--- src/verilog/slave_ctrl_error_regs_defines.svh ---
// register offsets, field positions, reset values and masks of the control and error register group
`ifndef SLAVE_CTRL_ERROR_REGS_DEFINES_SVH
`define SLAVE_CTRL_ERROR_REGS_DEFINES_SVH

// ****************************************
// register byte offsets
// ****************************************
`define OFS_SLAVE_PORT_CONTROL 6'h04
`define OFS_ERROR_FLAGS 6'h08
`define OFS_ERROR_FLAG_ENABLES 6'h0c
`define OFS_MASTER_FAULT_IRQ_ENABLE 6'h10
`define OFS_BUILD_CONFIGURATION 6'h14

// ****************************************
// slave_port_control fields
// ****************************************
`define BIT_BLOCK_READS_WHILE_WRITES_PENDING 19
`define BIT_EXCLUSIVE_ACCESS_OFF 18
`define BIT_IN_ORDER_WRITE_RESPONSES 17
`define BIT_IN_ORDER_READ_RESPONSES 16
`define BIT_SLAVE_FAULT_OUTPUT_ENABLE 15
`define MASK_SLAVE_PORT_CONTROL 32'h000f_8000
`define RST_SLAVE_PORT_CONTROL 32'h0000_0000

// ****************************************
// error_flags and error_flag_enables fields
// ****************************************
`define BIT_MASTER_COMPLETION_FLAG 31
`define BIT_MASTER_READ_ID_FAULT 20
`define BIT_MASTER_WRITE_ID_FAULT 19
`define BIT_MASTER_WRITE_RESP_FAULT 18
`define BIT_MASTER_READ_RESP_FAULT 17
`define BIT_MASTER_READ_LENGTH_FAULT 16
`define BIT_SLAVE_STROBE_LANE_FAULT 1
`define BIT_SLAVE_WRITE_LENGTH_FAULT 0
`define MASK_ERROR_FLAGS 32'h801f_0003
`define MASK_SLAVE_FAULTS 32'h0000_ffff
`define MASK_MASTER_FAULTS 32'h7fff_0000
`define RST_ERROR_FLAGS 32'h0000_0000
`define RST_ERROR_FLAG_ENABLES 32'h8000_0000

// ****************************************
// master_fault_irq_enable fields
// ****************************************
`define BIT_MASTER_FAULT_OUTPUT_ENABLE 15
`define MASK_MASTER_FAULT_IRQ_ENABLE 32'h0000_8000
`define RST_MASTER_FAULT_IRQ_ENABLE 32'h0000_0000

// ****************************************
// build_configuration fields
// ****************************************
`define POS_MASTER_DATA_WIDTH_CODE 28
`define POS_SLAVE_DATA_WIDTH_CODE 25
`define BIT_ADVANCED_MODE_FLAG 24
`define BIT_BASIC_MODE_FLAG 23

// ****************************************
// bus responses
// ****************************************
`define RESP_OKAY 2'h0
`define RESP_SLVERR 2'h2

`endif

--- src/verilog/slave_ctrl_error_regs_pkg.sv ---
// types shared by the control and error register group
package slave_ctrl_error_regs_pkg;

   typedef logic [31:0] word_t;
   typedef logic [1:0] resp_t;
   typedef logic [2:0] width_code_t;

   typedef struct packed {
      word_t slave_port_control;
      word_t error_flags;
      word_t error_flag_enables;
      word_t master_fault_irq_enable;
      logic both_done_seen;
      logic aw_ready;
      logic w_ready;
      logic b_valid;
      resp_t b_resp;
      logic ar_ready;
      logic r_valid;
      word_t r_data;
      resp_t r_resp;
      logic fault_out;
      logic completion_irq;
   } regs_state_t;

endpackage

--- src/verilog/slave_ctrl_error_regs.sv ---
// control, error status and build configuration registers behind the register-access slave port
//
// Behaviour
// - bit 19 set: slave logic holds reads while writes pend, one read per write.
// - bit 18 set: slave port drops exclusive access and read error responses.
// - bit 17 set: slave write responses leave in request order.
// - bit 16 set: slave reads complete strictly in arrival order.
// - slave-control bit 15 set: fault output high while any flag 15:0 set.
// - flag 31 set when both command engines finish, if enabled; raises interrupt.
// - flag 20 set on master read beat with unknown ID.
// - flag 19 set on master write response with unknown ID.
// - flag 18 set on master write response not allowed by expected response.
// - flag 17 set on master read response not allowed by expected response.
// - flag 16 set on misplaced or missing last marker on master reads.
// - flag 1 set on slave write strobe in an illegal byte lane.
// - flag 0 set on misplaced or missing last marker on slave writes.
// - flags clear by writing one; zero bits leave flags untouched.
// - disabled error sets no flag and signals nothing.
// - each enable bit gates the flag at the same position.
// - completion interrupt enable bit 31 resets to one.
// - fault enable bit 15 set: fault output high while any flag 30:16 set.
// - build configuration read-only: master width, slave width, advanced and basic flags.
`timescale 1ns/10ps
`include "slave_ctrl_error_regs_defines.svh"

module slave_ctrl_error_regs #(
   parameter int ADDR_W = 6,
   parameter logic [2:0] MASTER_WIDTH_CODE = 3'h0,
   parameter logic [2:0] SLAVE_WIDTH_CODE = 3'h0,
   parameter logic ADVANCED_MODE = 1'b1
) (
   input wire logic core_clk, // core clock, 100 MHz
   input wire logic nrst, // asynchronous reset, active low
   // register-access slave port
   input wire logic [ADDR_W-1:0] s_awaddr, // write address
   input wire logic s_awvalid, // write address valid
   output logic s_awready, // write address ready
   input wire slave_ctrl_error_regs_pkg::word_t s_wdata, // write data
   input wire logic [3:0] s_wstrb, // write byte enables
   input wire logic s_wvalid, // write data valid
   output logic s_wready, // write data ready
   output slave_ctrl_error_regs_pkg::resp_t s_bresp, // write response
   output logic s_bvalid, // write response valid
   input wire logic s_bready, // write response ready
   input wire logic [ADDR_W-1:0] s_araddr, // read address
   input wire logic s_arvalid, // read address valid
   output logic s_arready, // read address ready
   output slave_ctrl_error_regs_pkg::word_t s_rdata, // read data
   output slave_ctrl_error_regs_pkg::resp_t s_rresp, // read response
   output logic s_rvalid, // read data valid
   input wire logic s_rready, // read data ready
   // events from the traffic logic, one-cycle pulses except the two done inputs, which are levels
   input wire logic master_write_cmds_done, // write command engine finished, level
   input wire logic master_read_cmds_done, // read command engine finished, level
   input wire logic master_read_id_fault, // read beat with unmatched id
   input wire logic master_write_id_fault, // write response with unmatched id
   input wire logic master_write_resp_fault, // write response code not expected
   input wire logic master_read_resp_fault, // read response code not expected
   input wire logic master_read_length_fault, // read last marker misplaced
   input wire logic slave_strobe_lane_fault, // slave strobe in illegal lane
   input wire logic slave_write_length_fault, // slave write last marker misplaced
   // controls to the slave port logic
   output logic block_reads_while_writes_pending, // hold reads behind writes
   output logic exclusive_access_off, // no exclusive access, no read errors
   output logic in_order_write_responses, // write responses in request order
   output logic in_order_read_responses, // reads completed in arrival order
   // system outputs
   output logic err_out, // error output, level
   output logic irq_out // completion interrupt, level
);
   import slave_ctrl_error_regs_pkg::*;

   regs_state_t cur;
   regs_state_t nxt;

   // ****************************************
   // constant build information
   // ****************************************
   word_t build_word;
   assign build_word = ({29'h0, MASTER_WIDTH_CODE} << `POS_MASTER_DATA_WIDTH_CODE)
      | ({29'h0, SLAVE_WIDTH_CODE} << `POS_SLAVE_DATA_WIDTH_CODE)
      | ({31'h0, ADVANCED_MODE} << `BIT_ADVANCED_MODE_FLAG)
      | ({31'h0, ~ADVANCED_MODE} << `BIT_BASIC_MODE_FLAG);

   // ****************************************
   // next-state logic
   // ****************************************
   always_comb begin
      word_t byte_mask;
      word_t fault_events;
      word_t flag_sets;
      word_t flag_clears;
      logic wr_fire;
      logic rd_fire;
      logic both_done;
      logic [ADDR_W-1:0] rd_ofs;
      byte_mask = '0;
      fault_events = '0;
      flag_sets = '0;
      flag_clears = '0;
      wr_fire = 1'b0;
      rd_fire = 1'b0;
      both_done = 1'b0;
      rd_ofs = '0;
      nxt = cur;

      for (int i = 0; i < 4; i++) begin
         byte_mask[i*8 +: 8] = {8{s_wstrb[i]}};
      end

      // write channel: address and data taken together, one response each
      wr_fire = cur.aw_ready && cur.w_ready && s_awvalid && s_wvalid;
      nxt.aw_ready = 1'b0;
      nxt.w_ready = 1'b0;
      if (!cur.aw_ready && s_awvalid && s_wvalid && !cur.b_valid) begin
         nxt.aw_ready = 1'b1;
         nxt.w_ready = 1'b1;
      end
      if (cur.b_valid && s_bready) begin
         nxt.b_valid = 1'b0;
      end
      if (wr_fire) begin
         nxt.b_valid = 1'b1;
         nxt.b_resp = `RESP_OKAY;
         case ({s_awaddr[ADDR_W-1:2], 2'b00})
            `OFS_SLAVE_PORT_CONTROL: begin
               nxt.slave_port_control = ((cur.slave_port_control & ~byte_mask) | (s_wdata & byte_mask))
                  & `MASK_SLAVE_PORT_CONTROL;
            end
            `OFS_ERROR_FLAGS: begin
               flag_clears = s_wdata & byte_mask;
            end
            `OFS_ERROR_FLAG_ENABLES: begin
               nxt.error_flag_enables = ((cur.error_flag_enables & ~byte_mask) | (s_wdata & byte_mask))
                  & `MASK_ERROR_FLAGS;
            end
            `OFS_MASTER_FAULT_IRQ_ENABLE: begin
               nxt.master_fault_irq_enable = ((cur.master_fault_irq_enable & ~byte_mask)
                  | (s_wdata & byte_mask)) & `MASK_MASTER_FAULT_IRQ_ENABLE;
            end
            `OFS_BUILD_CONFIGURATION: begin
               // read-only: write accepted and ignored
               nxt.b_resp = `RESP_OKAY;
            end
            default: begin
               nxt.b_resp = `RESP_SLVERR;
            end
         endcase
      end

      // read channel
      rd_fire = cur.ar_ready && s_arvalid;
      nxt.ar_ready = 1'b0;
      if (!cur.ar_ready && s_arvalid && !cur.r_valid) begin
         nxt.ar_ready = 1'b1;
      end
      if (cur.r_valid && s_rready) begin
         nxt.r_valid = 1'b0;
      end
      if (rd_fire) begin
         rd_ofs = {s_araddr[ADDR_W-1:2], 2'b00};
         nxt.r_valid = 1'b1;
         nxt.r_resp = `RESP_OKAY;
         case (rd_ofs)
            `OFS_SLAVE_PORT_CONTROL: nxt.r_data = cur.slave_port_control;
            `OFS_ERROR_FLAGS: nxt.r_data = cur.error_flags;
            `OFS_ERROR_FLAG_ENABLES: nxt.r_data = cur.error_flag_enables;
            `OFS_MASTER_FAULT_IRQ_ENABLE: nxt.r_data = cur.master_fault_irq_enable;
            `OFS_BUILD_CONFIGURATION: nxt.r_data = build_word;
            default: begin
               nxt.r_data = '0;
               nxt.r_resp = `RESP_SLVERR;
            end
         endcase
      end

      // error capture; completion flags on the rising edge of both-done so a clear sticks
      both_done = master_write_cmds_done && master_read_cmds_done;
      nxt.both_done_seen = both_done;
      fault_events[`BIT_MASTER_COMPLETION_FLAG] = both_done && !cur.both_done_seen;
      fault_events[`BIT_MASTER_READ_ID_FAULT] = master_read_id_fault;
      fault_events[`BIT_MASTER_WRITE_ID_FAULT] = master_write_id_fault;
      fault_events[`BIT_MASTER_WRITE_RESP_FAULT] = master_write_resp_fault;
      fault_events[`BIT_MASTER_READ_RESP_FAULT] = master_read_resp_fault;
      fault_events[`BIT_MASTER_READ_LENGTH_FAULT] = master_read_length_fault;
      fault_events[`BIT_SLAVE_STROBE_LANE_FAULT] = slave_strobe_lane_fault;
      fault_events[`BIT_SLAVE_WRITE_LENGTH_FAULT] = slave_write_length_fault;
      flag_sets = fault_events & cur.error_flag_enables & `MASK_ERROR_FLAGS;
      // set wins over a clear in the same cycle so no event is lost
      nxt.error_flags = ((cur.error_flags & ~flag_clears) | flag_sets) & `MASK_ERROR_FLAGS;

      // outputs follow the new flags so they track the register without extra lag
      nxt.fault_out = (nxt.slave_port_control[`BIT_SLAVE_FAULT_OUTPUT_ENABLE]
            && |(nxt.error_flags & `MASK_SLAVE_FAULTS))
         || (nxt.master_fault_irq_enable[`BIT_MASTER_FAULT_OUTPUT_ENABLE]
            && |(nxt.error_flags & `MASK_MASTER_FAULTS));
      nxt.completion_irq = nxt.error_flags[`BIT_MASTER_COMPLETION_FLAG];
   end

   // ****************************************
   // state register
   // ****************************************
   always_ff @(posedge core_clk or negedge nrst) begin
      if (!nrst) begin
         cur <= '0;
         cur.slave_port_control <= `RST_SLAVE_PORT_CONTROL;
         cur.error_flags <= `RST_ERROR_FLAGS;
         cur.error_flag_enables <= `RST_ERROR_FLAG_ENABLES;
         cur.master_fault_irq_enable <= `RST_MASTER_FAULT_IRQ_ENABLE;
      end else begin
         cur <= nxt;
      end
   end

   // ****************************************
   // outputs, each straight from the state register
   // ****************************************
   assign s_awready = cur.aw_ready;
   assign s_wready = cur.w_ready;
   assign s_bresp = cur.b_resp;
   assign s_bvalid = cur.b_valid;
   assign s_arready = cur.ar_ready;
   assign s_rdata = cur.r_data;
   assign s_rresp = cur.r_resp;
   assign s_rvalid = cur.r_valid;
   // the slave port logic honours these; this block only holds the settings
   assign block_reads_while_writes_pending = cur.slave_port_control[`BIT_BLOCK_READS_WHILE_WRITES_PENDING];
   assign exclusive_access_off = cur.slave_port_control[`BIT_EXCLUSIVE_ACCESS_OFF];
   assign in_order_write_responses = cur.slave_port_control[`BIT_IN_ORDER_WRITE_RESPONSES];
   assign in_order_read_responses = cur.slave_port_control[`BIT_IN_ORDER_READ_RESPONSES];
   assign err_out = cur.fault_out;
   assign irq_out = cur.completion_irq;

endmodule

--- config.mk ---
export PLATFORM = sky130hd
export DESIGN_NAME = slave_ctrl_error_regs
export DESIGN_NICKNAME = d
export VERILOG_FILES = /design/src/verilog/slave_ctrl_error_regs_pkg.sv /design/src/verilog/slave_ctrl_error_regs.sv
export VERILOG_INCLUDE_DIRS = /design/src /design/src/verilog
export SDC_FILE = /design/constraint.sdc
export NUM_CORES = 1
export LEC_CHECK = 0
export ABC_CLOCK_PERIOD_IN_PS = 2350
export BUFFER_PORTS_ARGS = -buffer_cell sky130_fd_sc_hd__buf_4
export CAP_MARGIN = 20
export CORE_MARGIN = 4
export CORE_UTILIZATION = 46
export CTS_BUF_LIST = sky130_fd_sc_hd__clkbuf_4 sky130_fd_sc_hd__clkbuf_8
export CTS_CLUSTER_SIZE = 28
export DETAILED_ROUTE_END_ITERATION = 7
export GPL_ROUTABILITY_DRIVEN = 0
export PLACE_DENSITY = 0.82
export SYNTH_ARGS = -nofsm -noshare
export SYNTH_HDL_FRONTEND = slang
export SYNTH_SLANG_ARGS = --single-unit
--- constraint.sdc ---
create_clock -name core_clk -period 2.35 [get_ports core_clk]
set_input_delay 0.235 -clock core_clk [delete_from_list [all_inputs] [get_ports core_clk]]
set_output_delay 0.235 -clock core_clk [all_outputs]
set_load 0.03 [all_outputs]
==> results.json <==
{
  "netlist_top_cells_area": "dfrtp_1 47%, buf_4 13%, mux2_2 8.7%, nand2_1 3.6%, o21ai_0 3.2%",
  "p_sw_mw": 0.504,
  "power_density_nw_per_um2": 703,
  "grt_pass1_vias": 1392,
  "synth_top_area_share_pct": 47.4,
  "clockBufferDepth": 2,
  "htreeDepth": 2,
  "finalCriticalPeriod_ps": 1940,
  "period_share_pct": 82.5,
  "finalSetupViolCount": 0,
  "clock_latency_ps": 290,
  "pwr-share-seq_pct": 46.8,
  "slew_headroom_pct": 58.8,
  "pwr-share-comb_pct": 21.3,
  "vias_per_cell": 5.09,
  "postRouteAntennaNets": 0,
  "postSynthCellCount": 193,
  "portBuffers": 59,
  "crit_type": "register to register",
  "numCtsBuffers": 5,
  "grt-ovfl-total": 0,
  "die_area_um2": 5610,
  "io-pin-count": 111,
  "final_cell_mix": "59 x buf_4, 39 x dfrtp_1, 24 x conb_1",
  "p_int_mw": 1.24,
  "slew_viol_final": 0,
  "cts.sink_count": 40,
  "antenna_cells": 0,
  "dp_hpwl_um": 3340,
  "setup_tns_ps": 0,
  "ir_drop_uv": 448,
  "drive_above_1_share_pct": 35.8,
  "grt_max_degree": 41,
  "clockPowerShare_pct": 31.9,
  "p_leak_nw": 1.24,
  "hold_class": "primary input to register",
  "fmax_mhz": 516,
  "cts_tree": "yes",
  "drv_cap": 0,
  "vias": 1501,
  "clk_pin_slew_worst_paths_ps": 80,
  "totalWireLength_um": 4280,
  "ys_seq_area_share_pct": 48.6,
  "synth_top_cell_by_area": "dfrtp_1",
  "tightest_slew_ps": 612,
  "antenna_found_initial": 0,
  "dr.pass1.iters": 4,
  "die_x_um": 74.9,
  "hold_violations": 0,
  "core_um2": 4350,
  "final_nets": 306,
  "drcViolationCount": 0,
  "dieHeight_um": 74.9,
  "swShare_pct": 28.9,
  "syn_to_final_growth_pct": 20.5,
  "power_mw": 1.75,
  "grt_usage_pct": 16.0,
  "startpoint_type": "register",
  "num_rows": 24,
  "initial_core_util_pct": 47.3,
  "worstPathRequired_ps": 2520,
  "ys_ff_latch": 40,
  "worst-path-max-fanout": 5,
  "end_kind": "register",
  "grt_pass1_wl_um": 6760,
  "synth_area_um2": 2060,
  "rsz0062_at_grt": "false",
  "clock_skew_ps": 3.99,
  "yosysWarnings": 0,
  "cts.repair.resized": 0,
  "cts-root-buf": "clkbuf_8",
  "status": "completed",
  "wl_per_cell_um": 14.5,
  "synth_cell_type_count": 35,
  "drtIter0Drc": 71,
  "arrival_ps": 2110,
  "layout_commonest_cell": "buf_4",
  "synth.avg_cell_area_um2": 10.7
}
[what timing repair did]
item,in CTS,in global routing
hold buffers,1,0
buffers inserted,0,0
endpoints found under the hold margin,39,0
[metrics by stage]
step	hold WS [ps]	std cells	worst slack, ps	instance area, µm²	utilization (%)
6_report	118	295	410	2480	57.0
3_3_place_gp	237	286	400	2360	54.2
5_1_grt	122	295	242	2480	57.0
3_5_place_dp	241	286	374	2360	54.2
2_1_floorplan	-60.6	216	440	2150	-
4_1_cts	118	295	397	2480	57.0
[final cells by class]
class                           count  area [µm²]
Clock buffer                        6        76.3
Clock inverter                      2        35.0
Fill cell                         387        1870
Inverter                            6        22.5
Multi-Input combinational cell    129         828
Sequential cell                    40        1000
Tap cell                           52        65.1
Timing Repair Buffer               60         453
[worst max-delay path, stage by stage (launching register included)]
cell and delay (ps):
dfrtp_1 410, nand3_1 160, nor4b_2 500, nand2_1 110
mux2_2 310, a221o_1 320
[synthesized netlist by cell type, drive strengths merged]
library cell / instances
a2111oi: 1
a211oi: 1
a21boi: 1
a221o: 1
a22o: 6
a22oi: 4
a31oi: 1
a32o: 1
and2: 2
and2b: 1
and3: 1
buf: 38
clkbuf: 3
conb: 1
dfrtp: 39
dfstp: 1
inv: 6
mux2: 16
mux2i: 4
nand2: 20
nand3: 5
nand3b: 1
nand4: 9
nand4bb: 1
nor2: 6
nor3: 2
nor3b: 1
nor4b: 2
o21a: 1
o21ai: 13
o31ai: 1
o41ai: 2
or2: 1
[worst paths after layout]
path | start | end | slack [ps] | cells after the start
worst max-delay path | s_awready$_DFF_PN0_ | err_out$_DFF_PN0_ | 410 | 5
worst min-delay path | s_bready | s_bvalid$_DFFE_PN0P_ | 120 | 2
worst max register to register | s_awready$_DFF_PN0_ | err_out$_DFF_PN0_ | 410 | 5
worst min register to register | s_rvalid$_DFFE_PN0P_ | s_arready$_DFF_PN0_ | 470 | 1
max in group asynchronous | nrst | asynchronous set/reset pin | 1530 | 2
min in group asynchronous | nrst | s_bvalid$_DFFE_PN0P_ | 460 | 2
[logic make-up (layout without fill, tap and decap cells)]
kind of cell	Yosys count	count (layout)	share of synthesized area [%]
AND/OR/NAND/NOR	52	52	14.0
buffers and inverters	47	74	15.4
flip-flops	40	40	48.6
AO/OA/AOI/OAI	33	33	11.2
multiplexers	20	20	10.7
other	1	24	0.182
[per-layer routing]
metal	vias to the layer above	wire, µm	share of wire, %	GRT usage, %
li1	728	-	-	-
met1	698	1880	44	22.2
met2	68	1930	45	23.9
met3	7	409	9.6	5.34
met4	0	61	1.4	4.74
met5	-	0	0	0
[power by group through the flow]
stage                     Combinational [mW]  Clock, mW  Sequential, mW
after CTS                              0.374      0.569           0.816
after global routing                   0.405      0.606           0.826
after floorplan                        0.252          0           0.841
after global placement                 0.365          0           0.824
after detailed placement               0.373          0           0.828
final                                  0.372      0.557           0.817
Power figures use the tool's default switching activity.
